File: src/hdl/flash_seq_pkg.sv
/*
  Package for the flash self-programming sequencer: register offsets,
  command codes, status bit positions, reset values and the mode keys.
  Assumes a single 125 MHz clock domain and a 32-bit Avalon-MM slave port.
*/
package flash_seq_pkg;

  // register word indices (avs_address[5:2])
  localparam logic [3:0] OFS_COMMAND    = 4'h0;
  localparam logic [3:0] OFS_PTR_HIGH   = 4'h1;
  localparam logic [3:0] OFS_PTR_LOW    = 4'h2;
  localparam logic [3:0] OFS_CMP_HIGH   = 4'h3;
  localparam logic [3:0] OFS_CMP_LOW    = 4'h4;
  localparam logic [3:0] OFS_STATUS     = 4'h5;
  localparam logic [3:0] OFS_PROTECT    = 4'h6;
  localparam logic [3:0] OFS_MODE_CTRL  = 4'h7;
  localparam logic [3:0] OFS_HALT       = 4'h8;
  localparam logic [3:0] OFS_BUSY       = 4'h9;
  localparam int         ADDR_W         = 6;

  // command codes
  localparam logic [7:0] CMD_NONE       = 8'h00;
  localparam logic [7:0] CMD_VERIFY_BLK = 8'h01;
  localparam logic [7:0] CMD_VERIFY_RNG = 8'h02;
  localparam logic [7:0] CMD_ERASE      = 8'h03;
  localparam logic [7:0] CMD_BLANK      = 8'h04;
  localparam logic [7:0] CMD_WRITE      = 8'h05;

  // status bits
  localparam int         ST_SEQ_ERR     = 0;
  localparam int         ST_VERIFY_ERR  = 1;
  localparam int         ST_WR_ER_ERR   = 2;

  // protected mode entry
  localparam logic [7:0] PROTECT_KEY    = 8'ha5;
  localparam logic [7:0] MODE_NORMAL    = 8'h00;
  localparam logic [7:0] MODE_SELF_PROG = 8'h01;

  // reset values and timing
  localparam logic [7:0] RST_BYTE       = 8'h00;
  localparam logic [7:0] BLANK_BYTE     = 8'hff;
  localparam int         ACCESS_CYCLES  = 2;

  typedef enum logic [2:0] {
    SEQ_IDLE,
    SEQ_READ,
    SEQ_CHECK,
    SEQ_WRITE,
    SEQ_DONE
  } seq_state_t;

endpackage : flash_seq_pkg

File: src/hdl/flash_mode_guard.sv
/*
  Protected mode-entry checker: a key write, then value, inverse, value.
  Assumes writes arrive as single-cycle strobes from the register slave.
*/
`timescale 1ns/1ps
`default_nettype none
module flash_mode_guard (
  input  wire logic       clock_i,
  input  wire logic       rst_i,
  input  wire logic       key_we_i,
  input  wire logic [7:0] key_data_i,
  input  wire logic       mode_we_i,
  input  wire logic [7:0] mode_data_i,
  output logic            self_prog_o,
  output logic            seq_error_o
);

  typedef struct packed {
    logic [1:0] step;
    logic [7:0] value;
    logic       self_prog;
    logic       error;
  } guard_t;

  guard_t s_r;
  guard_t s_nxt;

  always_comb
  begin
    s_nxt       = s_r;
    s_nxt.error = 1'b0;
    if (key_we_i)
    begin
      s_nxt.step = (key_data_i == flash_seq_pkg::PROTECT_KEY) ? 2'd1 : 2'd0;
    end
    else if (mode_we_i)
    begin
      case (s_r.step)
        2'd1:
        begin
          s_nxt.value = mode_data_i;
          s_nxt.step  = 2'd2;
        end
        2'd2:
        begin
          s_nxt.step  = (mode_data_i == ~s_r.value) ? 2'd3 : 2'd0;
          s_nxt.error = (mode_data_i != ~s_r.value);
        end
        2'd3:
        begin
          s_nxt.step = 2'd0;
          if (mode_data_i == s_r.value)
          begin
            s_nxt.self_prog = (s_r.value == flash_seq_pkg::MODE_SELF_PROG);
          end
          else
          begin
            s_nxt.error = 1'b1;
          end
        end
        default:
        begin
          s_nxt.error = 1'b1;
        end
      endcase
    end
  end

  always_ff @(posedge clock_i)
  begin
    if (rst_i)
      s_r <= '0;
    else
      s_r <= s_nxt;
  end

  assign self_prog_o = s_r.self_prog;
  assign seq_error_o = s_r.error;

endmodule : flash_mode_guard
`default_nettype wire

File: src/hdl/flash_self_program_verify.sv
/*
  Flash self-programming sequencer with internal verify over a block or
  a range, plus erase, blank check and byte write, reached over Avalon-MM.
  Assumes a flash array port that answers a read in ACCESS_CYCLES cycles,
  and that the CPU writes the halt register to model the HALT launch.
*/
// Summary of operation
// - code 01h verifies ptr_low to cmp_low like 02h, no writes
// - code 02h verifies only the addressed span
// - range covers first to last inclusive
// - halt launches command, stall until end
// - bit1 verify error, bit2 write/erase error
// - status zero means normal completion
// - commands chain within one mode session
// - keyed protected entry, error in bit0
`timescale 1ns/1ps
`default_nettype none
module flash_self_program_verify #(
  parameter int BLOCK_W = 8
) (
  input  wire logic                clock_i,
  input  wire logic                rst_i,
  input  wire logic [5:0]          avs_address,
  input  wire logic                avs_read,
  input  wire logic                avs_write,
  input  wire logic [31:0]         avs_writedata,
  input  wire logic [3:0]          avs_byteenable,
  output logic      [31:0]         avs_readdata,
  output logic                     avs_waitrequest,
  output logic      [BLOCK_W+7:0]  flash_addr_o,
  output logic                     flash_rd_o,
  output logic                     flash_wr_o,
  output logic                     flash_erase_o,
  output logic      [7:0]          flash_wdata_o,
  input  wire logic [7:0]          flash_rdata_i,
  input  wire logic [7:0]          flash_ref_i,
  output logic                     cpu_stall_o,
  output logic                     self_prog_o
);

  initial
  begin
    if (BLOCK_W < 1 || BLOCK_W > 8)
      $error("BLOCK_W must be 1 to 8");
  end

  typedef struct packed {
    logic [7:0]                command;
    logic [7:0]                ptr_high;
    logic [7:0]                ptr_low;
    logic [7:0]                cmp_high;
    logic [7:0]                cmp_low;
    logic [7:0]                wdata;
    logic [2:0]                status;
    flash_seq_pkg::seq_state_t state;
    logic [7:0]                addr;
    logic [1:0]                wait_cnt;
    logic                      ack;
    logic [31:0]               rdata;
  } seq_t;

  seq_t s_r;
  seq_t s_nxt;

  logic [3:0] reg_sel;
  logic       bus_req;
  logic       wr_hit;
  logic       guard_self_prog;
  logic       guard_error;
  logic       busy;

  assign reg_sel = avs_address[5:2];
  assign bus_req = (avs_read | avs_write) & ~s_r.ack;
  assign wr_hit  = avs_write & ~s_r.ack & avs_byteenable[0];
  assign busy    = (s_r.state != flash_seq_pkg::SEQ_IDLE);

  flash_mode_guard u_guard (
    .clock_i     (clock_i),
    .rst_i       (rst_i),
    .key_we_i    (wr_hit && reg_sel == flash_seq_pkg::OFS_PROTECT),
    .key_data_i  (avs_writedata[7:0]),
    .mode_we_i   (wr_hit && reg_sel == flash_seq_pkg::OFS_MODE_CTRL),
    .mode_data_i (avs_writedata[7:0]),
    .self_prog_o (guard_self_prog),
    .seq_error_o (guard_error)
  );

  always_comb
  begin
    s_nxt     = s_r;
    s_nxt.ack = bus_req;
    // register writes
    if (wr_hit)
    begin
      case (reg_sel)
        flash_seq_pkg::OFS_COMMAND:   s_nxt.command  = avs_writedata[7:0];
        flash_seq_pkg::OFS_PTR_HIGH:  s_nxt.ptr_high = avs_writedata[7:0];
        flash_seq_pkg::OFS_PTR_LOW:   s_nxt.ptr_low  = avs_writedata[7:0];
        flash_seq_pkg::OFS_CMP_HIGH:  s_nxt.cmp_high = avs_writedata[7:0];
        flash_seq_pkg::OFS_CMP_LOW:   s_nxt.cmp_low  = avs_writedata[7:0];
        flash_seq_pkg::OFS_STATUS:    s_nxt.status   = avs_writedata[2:0];
        flash_seq_pkg::OFS_BUSY:      s_nxt.wdata    = avs_writedata[7:0];
        default:                      s_nxt.status   = s_nxt.status;
      endcase
    end
    // halt launches the loaded command
    if (wr_hit && reg_sel == flash_seq_pkg::OFS_HALT && !busy && guard_self_prog)
    begin
      s_nxt.addr = s_r.ptr_low;
      if (s_r.cmp_high != s_r.ptr_high || s_r.ptr_low > s_r.cmp_low)
      begin
        s_nxt.status[flash_seq_pkg::ST_WR_ER_ERR] = 1'b1;
        s_nxt.state = flash_seq_pkg::SEQ_DONE;
      end
      else
      begin
        case (s_r.command)
          flash_seq_pkg::CMD_VERIFY_BLK,
          flash_seq_pkg::CMD_VERIFY_RNG,
          flash_seq_pkg::CMD_BLANK:   s_nxt.state = flash_seq_pkg::SEQ_READ;
          flash_seq_pkg::CMD_ERASE,
          flash_seq_pkg::CMD_WRITE:   s_nxt.state = flash_seq_pkg::SEQ_WRITE;
          default:
          begin
            s_nxt.status[flash_seq_pkg::ST_WR_ER_ERR] = 1'b1;
            s_nxt.state = flash_seq_pkg::SEQ_DONE;
          end
        endcase
      end
      s_nxt.wait_cnt = 2'(flash_seq_pkg::ACCESS_CYCLES - 1);
    end
    if (guard_error)
      s_nxt.status[flash_seq_pkg::ST_SEQ_ERR] = 1'b1;
    // sequencer
    case (s_r.state)
      flash_seq_pkg::SEQ_IDLE:
      begin
        s_nxt.wait_cnt = s_nxt.wait_cnt;
      end
      flash_seq_pkg::SEQ_READ:
      begin
        if (s_r.wait_cnt == 2'd0)
          s_nxt.state = flash_seq_pkg::SEQ_CHECK;
        else
          s_nxt.wait_cnt = s_r.wait_cnt - 2'd1;
      end
      flash_seq_pkg::SEQ_CHECK:
      begin
        if ((s_r.command == flash_seq_pkg::CMD_BLANK && flash_rdata_i != flash_seq_pkg::BLANK_BYTE)
            || (s_r.command != flash_seq_pkg::CMD_BLANK && flash_rdata_i != flash_ref_i))
          s_nxt.status[flash_seq_pkg::ST_VERIFY_ERR] = 1'b1;
        if (s_r.addr == s_r.cmp_low)
          s_nxt.state = flash_seq_pkg::SEQ_DONE;
        else
        begin
          s_nxt.addr     = s_r.addr + 8'h01;
          s_nxt.wait_cnt = 2'(flash_seq_pkg::ACCESS_CYCLES - 1);
          s_nxt.state    = flash_seq_pkg::SEQ_READ;
        end
      end
      flash_seq_pkg::SEQ_WRITE:
      begin
        if (s_r.wait_cnt == 2'd0)
          s_nxt.state = flash_seq_pkg::SEQ_DONE;
        else
          s_nxt.wait_cnt = s_r.wait_cnt - 2'd1;
      end
      flash_seq_pkg::SEQ_DONE:
      begin
        s_nxt.state = flash_seq_pkg::SEQ_IDLE;
      end
      default:
      begin
        s_nxt.state = flash_seq_pkg::SEQ_IDLE;
      end
    endcase
    // read mux
    s_nxt.rdata = 32'h0000_0000;
    case (reg_sel)
      flash_seq_pkg::OFS_COMMAND:   s_nxt.rdata[7:0] = s_r.command;
      flash_seq_pkg::OFS_PTR_HIGH:  s_nxt.rdata[7:0] = s_r.ptr_high;
      flash_seq_pkg::OFS_PTR_LOW:   s_nxt.rdata[7:0] = s_r.ptr_low;
      flash_seq_pkg::OFS_CMP_HIGH:  s_nxt.rdata[7:0] = s_r.cmp_high;
      flash_seq_pkg::OFS_CMP_LOW:   s_nxt.rdata[7:0] = s_r.cmp_low;
      flash_seq_pkg::OFS_STATUS:    s_nxt.rdata[2:0] = s_r.status;
      flash_seq_pkg::OFS_MODE_CTRL: s_nxt.rdata[0]   = guard_self_prog;
      flash_seq_pkg::OFS_HALT:      s_nxt.rdata[0]   = busy;
      default:                      s_nxt.rdata      = 32'h0000_0000;
    endcase
  end

  always_ff @(posedge clock_i)
  begin
    if (rst_i)
    begin
      s_r       <= '0;
      s_r.state <= flash_seq_pkg::SEQ_IDLE;
    end
    else
      s_r <= s_nxt;
  end

  assign avs_readdata    = s_r.rdata;
  assign avs_waitrequest = (avs_read | avs_write) & ~s_r.ack;
  assign flash_addr_o    = {s_r.ptr_high[BLOCK_W-1:0], s_r.addr};
  assign flash_rd_o      = (s_r.state == flash_seq_pkg::SEQ_READ);
  assign flash_wr_o      = (s_r.state == flash_seq_pkg::SEQ_WRITE)
                           && (s_r.command == flash_seq_pkg::CMD_WRITE);
  assign flash_erase_o   = (s_r.state == flash_seq_pkg::SEQ_WRITE)
                           && (s_r.command == flash_seq_pkg::CMD_ERASE);
  assign flash_wdata_o   = s_r.wdata;
  assign cpu_stall_o     = busy;
  assign self_prog_o     = guard_self_prog;
endmodule : flash_self_program_verify
`default_nettype wire

File: config.mk
export PLATFORM = sky130hd
export DESIGN_NAME = flash_self_program_verify
export DESIGN_NICKNAME = d
export VERILOG_FILES = /design/src/hdl/flash_seq_pkg.sv /design/src/hdl/flash_mode_guard.sv /design/src/hdl/flash_self_program_verify.sv
export SDC_FILE = /design/constraint.sdc
export NUM_CORES = 1
export LEC_CHECK = 0
export BUFFER_PORTS_ARGS = -buffer_cell sky130_fd_sc_hd__buf_4
export CAP_MARGIN = 5
export CORE_AREA = 2 2 110 112
export CTS_BUF_LIST = sky130_fd_sc_hd__clkbuf_4
export DETAILED_ROUTE_END_ITERATION = 16
export DIE_AREA = 0 0 112 114
export PLACE_DENSITY = 0.76
export SYNTH_ARGS = -nofsm -noshare
export SYNTH_HDL_FRONTEND = slang
export SYNTH_HIERARCHICAL = 1
export SYNTH_SLANG_ARGS = --single-unit
File: constraint.sdc
create_clock -name clock_i -period 1.8 [get_ports clock_i]
set_input_delay 0.18 -clock clock_i [delete_from_list [all_inputs] [get_ports clock_i]]
set_output_delay 0.18 -clock clock_i [all_outputs]
set_load 0.02 [all_outputs]
==> flow_metrics.py, run 1 <==
metrics = {
    "global_routing": {
        "grt_pass1_vias": 4412,
        "grt_max_degree": 38,
        "grt_use_met3": 0.0367,
        "grt_antenna_before_repair": 0,
        "track_usage": 0.208,
        "grtUsageMet2": 0.365,
        "top_usage_layer": "met2",
        "gr-total-overflow": 0,
        "grt_pass1_wl_um": 21500,
        "use_met1": 0.260,
    },
    "floorplanning": {
        "core_area_um2": 11700,
        "rows": 40,
        "fp.dieW_um": 112,
        "initial_core_util": 0.437,
        "ios": 124,
        "die_y_um": 114,
        "die_area_um2": 12800,
    },
    "detailed_routing": {
        "drtIter0Drc": 294,
        "wire_per_inst_um": 16.3,
        "drc": 0,
        "ant_nets": 0,
        "vias": 4671,
        "viasPerCell": 5.56,
        "drtPass1Iterations": 5,
        "drt_wl_total_um": 13700,
    },
    "final_layout": {
        "final_util": 0.530,
        "areaGrowthSynthToFinish_pct": 21.4,
        "drive_gt1_frac": 0.293,
        "stdcell_count": 840,
        "nNetsFinal": 763,
        "fillers": 1047,
        "diodes": 0,
    },
    "logic_synthesis": {
        "synth-edff-count": 0,
        "yosys.area_share.adder": 0.0318,
        "synth_seq_area_share": 0.333,
        "synth_top_family_by_area": "simple AND/OR/NAND/NOR gates",
        "synth-compound-area-share": 0.131,
        "synthArstFlopShare": 0,
        "syn_inst": 609,
        "synth_seq_cells": 85,
        "synth_xor_area_frac": 0.0548,
        "netlist.area_leader.share": 0.333,
        "yosys.area_share.simple": 0.225,
        "mappedNetlistArea_um2": 5110,
        "syn_area_per_cell_um2": 8.40,
        "yosys-top-cells-count": "dfxtp_1 (85), buf_4 (56), nand2_1 (53)",
        "synthMuxAreaShare": 0.101,
        "yosysUniqueCellTypes": 63,
        "synth_area_leaders": "dfxtp_1 (33%), buf_4 (8.2%), mux2i_1 (7.6%)",
        "synth_top_area_cell": "dfxtp_1",
        "ys.flop_type": "dfxtp_1",
        "yosys_warnings": 6,
        "yosysMostFrequentCell": "dfxtp_1",
    },
    "clock_network": {
        "clock-root-buffer": "clkbuf_4",
        "cts_buffer_depth": 2,
        "cts_buffers": 9,
        "cts_max_level": 3,
        "cts.sinks": 85,
        "path_clk_slew_ns": 0.14,
        "cts_hold_buffers": 0,
        "cts_tree": "built",
        "insertion_delay_ns": 0.44,
    },
    "critical_path": {
        "worstSetupPathType": "flip-flop to flip-flop",
        "ff2ff_setup_slack_ns": -0.10,
        "worstReg2RegStart": "s_r[93]",
        "required_ns": 2.15,
        "worst_setup_path_start_kind": "flip-flop",
        "rr_worst_depth": 7,
        "end_kind": "flip-flop",
        "worstReg2RegEnd": "s_r[43]",
        "cp.arrival_ns": 2.26,
        "critPathMaxFanout": 4,
    },
    "power": {
        "ir_worst_vdd_mv": 0.362,
        "leakage_nw": 2.60,
        "total_power_w": 0.00357,
        "power_density_nw_per_um2": 574,
    },
    "hold_path": {
        "hp-class": "primary input to flip-flop",
        "worstHoldPathCells": 3,
        "hold_path.startpoint": "avs_read",
        "hold_path_end": "s_r[32]",
    },
    "sta": {
        "rsz0062_at_grt": "yes",
        "setup_ws_ns": -0.105,
        "finalMaxSlewViolations": 0,
        "fin_crit_ns": 1.90,
        "skew_ns": 0.0124,
        "setup_violations": 4,
        "hold_violations": 0,
        "tns_ns": -0.263,
        "fmax_mhz": 525,
        "period_share": 1.06,
    },
    "status": {
        "outcome": "complete, but fails checks",
        "violations": "negative setup slack",
    },
    "job": {
        "maxCapViolCount": 0,
    },
    "placed_design": {
        "io_buffers": 70,
        "placedCellCount": 817,
        "place_congestion": 0.907,
        "hpwl_um": 10000,
    },
}
[area by class of cell]
cell class              count  area (um^2)  share of cell area
inverters                  19         71.3              0.0115
flip-flops and latches     85         1720               0.277
multi-input cells         441         3050               0.491
well taps                 147          184              0.0296
repair buffers            132         1050               0.168
clock buffers              10         75.1              0.0121
clock inverters             6         62.6              0.0101
[worst max path at each step]
stage,endpoint,startpoint,cells past startpoint,slack (ns)
final,s_r[43],s_r[93],7,-0.10
after global routing,s_r[43],s_r[93],7,-0.15
after CTS,flash_wr_o,s_r[96],5,-0.16
after detailed placement,s_r[43],s_r[93],6,-0.07
after global placement,s_r[43],s_r[93],6,-0.03
after floorplan,u_guard/self_prog_o,avs_address[2],9,0.02
[kinds of logic after synthesis]
kind of cell	Yosys count
flops	85
xor+xnor	32
simple gates	223
compound gates	103
other cells	1
buf+inv	106
mux	46
fa+ha+maj	13
[sequential cells by signal, indices dropped and copies added (netlist names)]
signal               count
flash_wdata_o            8
u_guard/self_prog_o      1
avs_readdata             8
flash_addr_o            16
u_guard/s_r             10
u_guard/seq_error_o      1
s_r                     41
[routing by layer]
metal  share of wire  up-vias
li1                -     2227
met1            0.42     2202
met2            0.49      214
met3           0.075       28
met4           0.020        0
met5               0        -
[report_power, final]
part,internal (W),switching [W],total [W]
Clock,0.000437,0.000681,0.00112
Combinational,0.000211,0.000328,0.000539
Sequential,0.00190,0.0000131,0.00191
Total,0.00254,0.00102,0.00357
[layout by cell type (no fill, tap or decap), types with 9 or more instances in the layout]
master	n
xnor2_1	16
a21oi_1	41
conb_1	24
a31oi_1	10
inv_1	18
xor2_1	16
nand2_1	49
ha_1	13
nand4_1	11
o21ai_0	9
clkbuf_4	10
nor3_1	12
dfxtp_2	11
nor2_1	49
buf_4	127
dfxtp_1	73
mux2i_1	39
nand3_1	30
[timing repair]
item | 4_1_cts | 5_1_grt
pin swaps | 5 | 23
gates resized for setup | 14 | 41
setup buffers | 1 | 4
setup endpoints to repair | 29 | 44
gates cloned | 0 | 2
[critical path, cell delays in order, from the launching register on]
cell,delay (ns)
dfxtp_2,0.36
nor4_4,0.28
buf_4,0.17
nand2b_4,0.08
buf_4,0.15
a2111oi_4,0.31
nand4_1,0.21
a311oi_2,0.26
[stage by stage]
stage	cell area [um^2]	hold slack, ns	setup slack [ns]
after floorplan	5210	0.324	0.0229
after global placement	5770	0.418	-0.0340
after detailed placement	5770	0.421	-0.0696
after CTS	6000	0.0149	-0.158
after global routing	6210	0.0339	-0.152
final	6210	0.00566	-0.105
Power figures use the tool's default switching activity.
==> run 2, diff against run 1 <==
- PLACE_DENSITY: 0.76 -> 0.68
- SKIP_LAST_GASP: default -> 1
==> run 2 against run 1 <==
The run still ends with negative setup slack left. Worst hold slack is essentially flat. Clock-buffer cell count increased by 1. Fmax rose by 0.48%. Sequential share of layout area hardly changed. Routed wire length rose by 1.4%. Critical path depth fell by 2. Largest power group unchanged.
==> flow_metrics.py, run 2 (synthesized netlist as in run 1, its figures left out) <==
metrics = {
    "floorplanning": {
        "die_area_um2": 12800,
        "die_y_um": 114,
        "initial_core_util": 0.437,
        "core_area_um2": 11700,
        "rows": 40,
        "fp.dieW_um": 112,
        "ios": 124,
    },
    "final_layout": {
        "drive_gt1_frac": 0.284,
        "layout_common_cells": "buf_4 (132), dfxtp_1 (75), nor2_1 (51)",
        "final_common_cell": "buf_4",
        "diodes": 0,
        "final_util": 0.529,
        "largest-register": "s_r",
        "areaGrowthSynthToFinish_pct": 21.1,
        "nNetsFinal": 766,
        "largest_reg_flops": 41,
    },
    "critical_path": {
        "ff2ff_setup_slack_ns": -0.08,
        "crit_buf_inv": 2,
        "crit_chain": "nor4_4 -> buf_4 -> nand2b_4 -> nor4_4 -> buf_4",
        "worstReg2RegStart": "s_r[93]",
        "worst_setup_path_start_kind": "flip-flop",
        "critPathMaxFanout": 3,
        "cpMaxStageDelayCell": "dfxtp_2",
        "cp-startpoint": "s_r[93]",
        "worstReg2RegEnd": "s_r[43]",
        "crit_end": "flash_wr_o",
        "end_kind": "output port",
        "required_ns": 1.62,
        "critical-path-top-delay-family": "simple AND/OR/NAND/NOR gates",
        "cpPeakStageDelay_ns": 0.37,
        "crit_cells": 5,
        "rr_worst_depth": 7,
        "worstSetupPathType": "flip-flop to output port",
        "cp.arrival_ns": 1.72,
    },
    "sta": {
        "skew_ns": 0.0249,
        "setup_ws_ns": -0.0958,
        "setup_violations": 4,
        "period_share": 1.05,
        "fin_crit_ns": 1.90,
        "rsz0062_at_grt": "yes",
        "whs_ns": 0.00595,
        "hold_violations": 0,
        "fmax_mhz": 527,
        "finalMaxSlewViolations": 0,
    },
    "detailed_routing": {
        "viasPerCell": 5.49,
        "ant_nets": 0,
        "drtPass1Iterations": 7,
        "drc": 0,
        "wire_per_inst_um": 16.5,
        "drt_wl_total_um": 13900,
        "vias": 4624,
        "drtIter0Drc": 344,
    },
    "clock_network": {
        "path_clk_slew_ns": 0.15,
        "cts.sinks": 85,
        "cts_tree": "built",
        "cts_max_level": 3,
        "clock-root-buffer": "clkbuf_4",
        "insertion_delay_ns": 0.47,
        "cts_buffer_depth": 2,
        "cts_buffers": 9,
    },
    "global_routing": {
        "gr-total-overflow": 0,
        "grt_max_degree": 33,
        "grt_antenna_before_repair": 0,
        "grt_pass1_vias": 4369,
        "grt_pass1_wl_um": 22200,
        "track_usage": 0.218,
    },
    "power": {
        "leakage_nw": 2.62,
        "ir_worst_vdd_mv": 0.359,
        "total_power_w": 0.00373,
        "power_density_nw_per_um2": 602,
    },
    "hold_path": {
        "hp-class": "primary input to flip-flop",
    },
    "status": {
        "outcome": "complete, but fails checks",
        "violations": "negative setup slack",
    },
    "placed_design": {
        "place_congestion": 0.929,
        "hpwl_um": 10300,
        "io_buffers": 70,
    },
    "job": {
        "maxCapViolCount": 0,
    },
}
## run 2: routing by layer
metal | part of all wire | track usage
met5 | 0 | 0
met4 | 0.016 | 0.0829
met3 | 0.056 | 0.0372
met2 | 0.50 | 0.367
met1 | 0.43 | 0.282
## run 2: how the worst min path moves through the flow
stage              end  slack (ns)                start  cells after the start
2_1_floorplan  s_r[65]        0.32     avs_writedata[0]                      2
4_1_cts        s_r[32]       0.005             avs_read                      3
6_report       s_r[32]       0.006             avs_read                      3
3_5_place_dp   s_r[46]        0.42  u_guard/seq_error_o                      2
3_3_place_gp   s_r[46]        0.42  u_guard/seq_error_o                      2
5_1_grt        s_r[89]        0.02     avs_writedata[0]                      3
## run 2: power by group
group          switching, W  internal, W  leakage, nW
Sequential        0.0000128      0.00190        0.690
Clock              0.000677     0.000586       0.0822
Combinational      0.000334     0.000225         1.85
Total               0.00102      0.00271         2.62
## run 2: repair_timing
item | CTS | global route
hold buffers | 0 | 0
endpoints found under the hold margin | 0 | 0
pin swaps | 5 | 10
setup endpoints to repair | 32 | 53
resized for setup | 13 | 32
setup buffers | 1 | 1
## run 2: through the flow
stage          instances  instance area (um^2)  setup WS [ns]  TNS (ns)
5_1_grt              843                  6200         -0.152    -0.632
6_report             843                  6200        -0.0958    -0.256
3_3_place_gp         825                  5840         0.0117         0
3_5_place_dp         825                  5840        -0.0654   -0.0756
4_1_cts              842                  6090         -0.188    -0.399
2_1_floorplan        632                  5210         0.0229         0
## run 2: layout make-up
class | count | area [um^2]
fillers | 1110 | 5520
multi-input cells | 441 | 3030
flip-flops and latches | 85 | 1720
repair buffers | 135 | 1030
well taps | 147 | 184
clock buffers | 11 | 82.6
clock inverters | 5 | 75.1
inverters | 19 | 71.3
## run 2: worst reg2reg max path, cell delays in order (launching register included)
cell and delay (ns):
dfxtp_2 0.37, nor4_4 0.28, buf_4 0.17, nand2b_4 0.08, buf_4 0.16, a2111oi_4 0.30
nand4_1 0.18, a311oi_2 0.25
==> run 3, diff against run 2 <==
- clock period: 1.8 -> 1.7 ns (I/O delays scaled with it)
==> run 3 against run 2 <==
The run still ends with negative setup slack left. Worst hold slack improved by 0.029 ns. Global-route usage barely moved. Sequential share of layout area down 1.9 points. Clock power down 13%. Sequential power up 6%. Clock skew down 0.0071 ns. First-iteration DRC count is 4.4% lower. Total power increased by 0.69%. Combinational power rose by 13%. Cell count grew 3.7%. Die area unchanged. Critical path type unchanged. Highest routed layer unchanged.
==> flow_metrics.py, run 3 (synthesized netlist as in run 1, its figures left out) <==
metrics = {
    "critical_path": {
        "worstSetupPathType": "flip-flop to output port",
        "cpPeakStageDelay_ns": 0.36,
        "cpMaxStageDelayCell": "dfxtp_2",
        "end_kind": "output port",
        "worst_setup_path_start_kind": "flip-flop",
        "cp.arrival_ns": 1.76,
        "crit_chain": "nor4_4 -> buf_4 -> nand2b_4 -> buf_6 -> nor4_4 -> buf_4",
        "required_ns": 1.53,
        "critPathMaxFanout": 4,
    },
    "floorplanning": {
        "die_area_um2": 12800,
        "core_area_um2": 11700,
        "initial_core_util": 0.437,
        "ios": 124,
        "rows": 40,
        "die_y_um": 114,
        "fp.dieW_um": 112,
    },
    "final_layout": {
        "nNetsFinal": 799,
        "largest-register": "s_r",
        "layout_common_cells": "buf_4 (154), dfxtp_1 (70), nor2_1 (50)",
        "largest_reg_flops": 41,
        "areaGrowthSynthToFinish_pct": 30.7,
        "final_common_cell": "buf_4",
        "drive_gt1_frac": 0.363,
        "fillers": 1016,
        "stdcell_count": 874,
        "diodes": 0,
    },
    "power": {
        "p_clk_frac": 0.294,
        "p_sw_w": 0.00103,
        "seq_power_share": 0.537,
        "ir_worst_vdd_mv": 0.346,
        "comb_power_share": 0.169,
        "leakage_nw": 2.84,
        "internal_power_w": 0.00273,
        "power_density_nw_per_um2": 562,
        "p_sw_frac": 0.273,
    },
    "sta": {
        "hold_violations": 0,
        "tns_ns": -0.842,
        "rsz0062_at_grt": "yes",
        "fin_crit_ns": 1.93,
        "setup_violations": 9,
        "finalMaxSlewViolations": 0,
        "skew_ns": 0.0178,
        "relSlewSlack": 0.625,
        "fmax_mhz": 518,
        "period_share": 1.14,
        "tightest_slew_ns": 0.557,
        "setup_ws_ns": -0.231,
    },
    "detailed_routing": {
        "wire_per_inst_um": 16.7,
        "drtPass1Iterations": 5,
        "viasPerCell": 5.51,
        "drtIter0Drc": 329,
        "drc": 0,
        "drt_wl_total_um": 14600,
        "vias": 4817,
        "ant_nets": 0,
    },
    "placed_design": {
        "hpwl_um": 10400,
        "placedCellCount": 840,
        "place_congestion": 0.878,
        "io_buffers": 70,
    },
    "clock_network": {
        "cts_buffers": 9,
        "path_clk_slew_ns": 0.13,
        "cts_tree": "built",
        "insertion_delay_ns": 0.43,
        "cts_buffer_depth": 2,
        "cts.sinks": 85,
        "clock-root-buffer": "clkbuf_4",
        "cts_max_level": 3,
    },
    "job": {
        "maxCapViolCount": 0,
    },
    "global_routing": {
        "grt_max_degree": 61,
        "gr-total-overflow": 0,
        "track_usage": 0.218,
        "grt_pass1_wl_um": 22500,
        "grt_antenna_before_repair": 0,
        "grt_pass1_vias": 4613,
    },
    "hold_path": {
        "hp-class": "primary input to flip-flop",
    },
    "status": {
        "violations": "negative setup slack",
        "outcome": "complete, but fails checks",
    },
}
-- run 3: changes by cell type in the layout (fill, tap and decap cells not counted), moves of 4 or more --
cell / before / now
buf_4: 132 / 154
ha_1: 13 / 7
buf_12: 1 / 6
dfxtp_1: 75 / 70
ha_4: 0 / 5
a21oi_1: 43 / 39
a21oi_2: 0 / 4
buf_6: 2 / 6
inv_1: 18 / 14
-- run 3: metrics by stage --
stage	cell area, um^2	worst slack, ns	hold slack, ns	utilization	total power [W]
floorplan	5220	-0.0137	0.314	-	0.00242
global placement	6000	-0.0531	0.413	0.512	0.00262
detailed placement	6000	-0.0862	0.423	0.512	0.00263
CTS	6370	-0.233	0.00398	0.544	0.00375
global route	6690	-0.290	0.0179	0.571	0.00393
finish	6690	-0.231	0.0346	0.571	0.00376
-- run 3: critical path, delay by kind of cell, from the launching register on --
| kind | cells | cell delay, ns |
|---|---|---|
| AND/OR/NAND/NOR | 3 | 0.47 |
| flip-flops | 1 | 0.36 |
| buffers and inverters | 3 | 0.50 |
-- run 3: worst paths after layout --
path | start | endpoint | slack, ns | cells past startpoint
worst max register to register | s_r[96] | s_r[43] | -0.17 | 8
worst max-delay path | s_r[96] | flash_wr_o | -0.23 | 6
worst min register to register | u_guard/seq_error_o | s_r[46] | 0.44 | 2
worst min-delay path | avs_write | s_r[32] | 0.03 | 3
-- run 3: power groups by stage --
stage	Combinational, W	Clock [W]	Sequential, W
floorplan	0.000346	0	0.00207
global placement	0.000554	0	0.00207
detailed placement	0.000563	0	0.00207
CTS	0.000593	0.00114	0.00202
global route	0.000676	0.00123	0.00202
finish	0.000634	0.00110	0.00202
-- run 3: what timing repair did --
item / in CTS / in global routing
endpoints found under the setup margin: 47 / 58
setup buffers: 9 / 9
gates resized for setup: 40 / 57
gates cloned: 0 / 1
hold buffers: 1 / 0
hold endpoints to repair: 1 / 0
pin swaps: 17 / 22
-- run 3: layout make-up --
type	instances	area, um^2	share of cell area
Clock buffer	11	82.6	0.0124
Tap cell	147	184	0.0275
Timing Repair Buffer	168	1370	0.205
Inverter	19	83.8	0.0125
Clock inverter	3	38.8	0.00580
Sequential cell	85	1730	0.258
Multi-Input combinational cell	441	3200	0.479
-- run 3: layer usage --
layer | GRT usage | up-vias | wire length [um]
met5 | 0 | - | 0
met4 | 0.0821 | 0 | 367
met3 | 0.0324 | 28 | 710
met2 | 0.400 | 158 | 7800
met1 | 0.258 | 2329 | 5740
li1 | - | 2302 | -
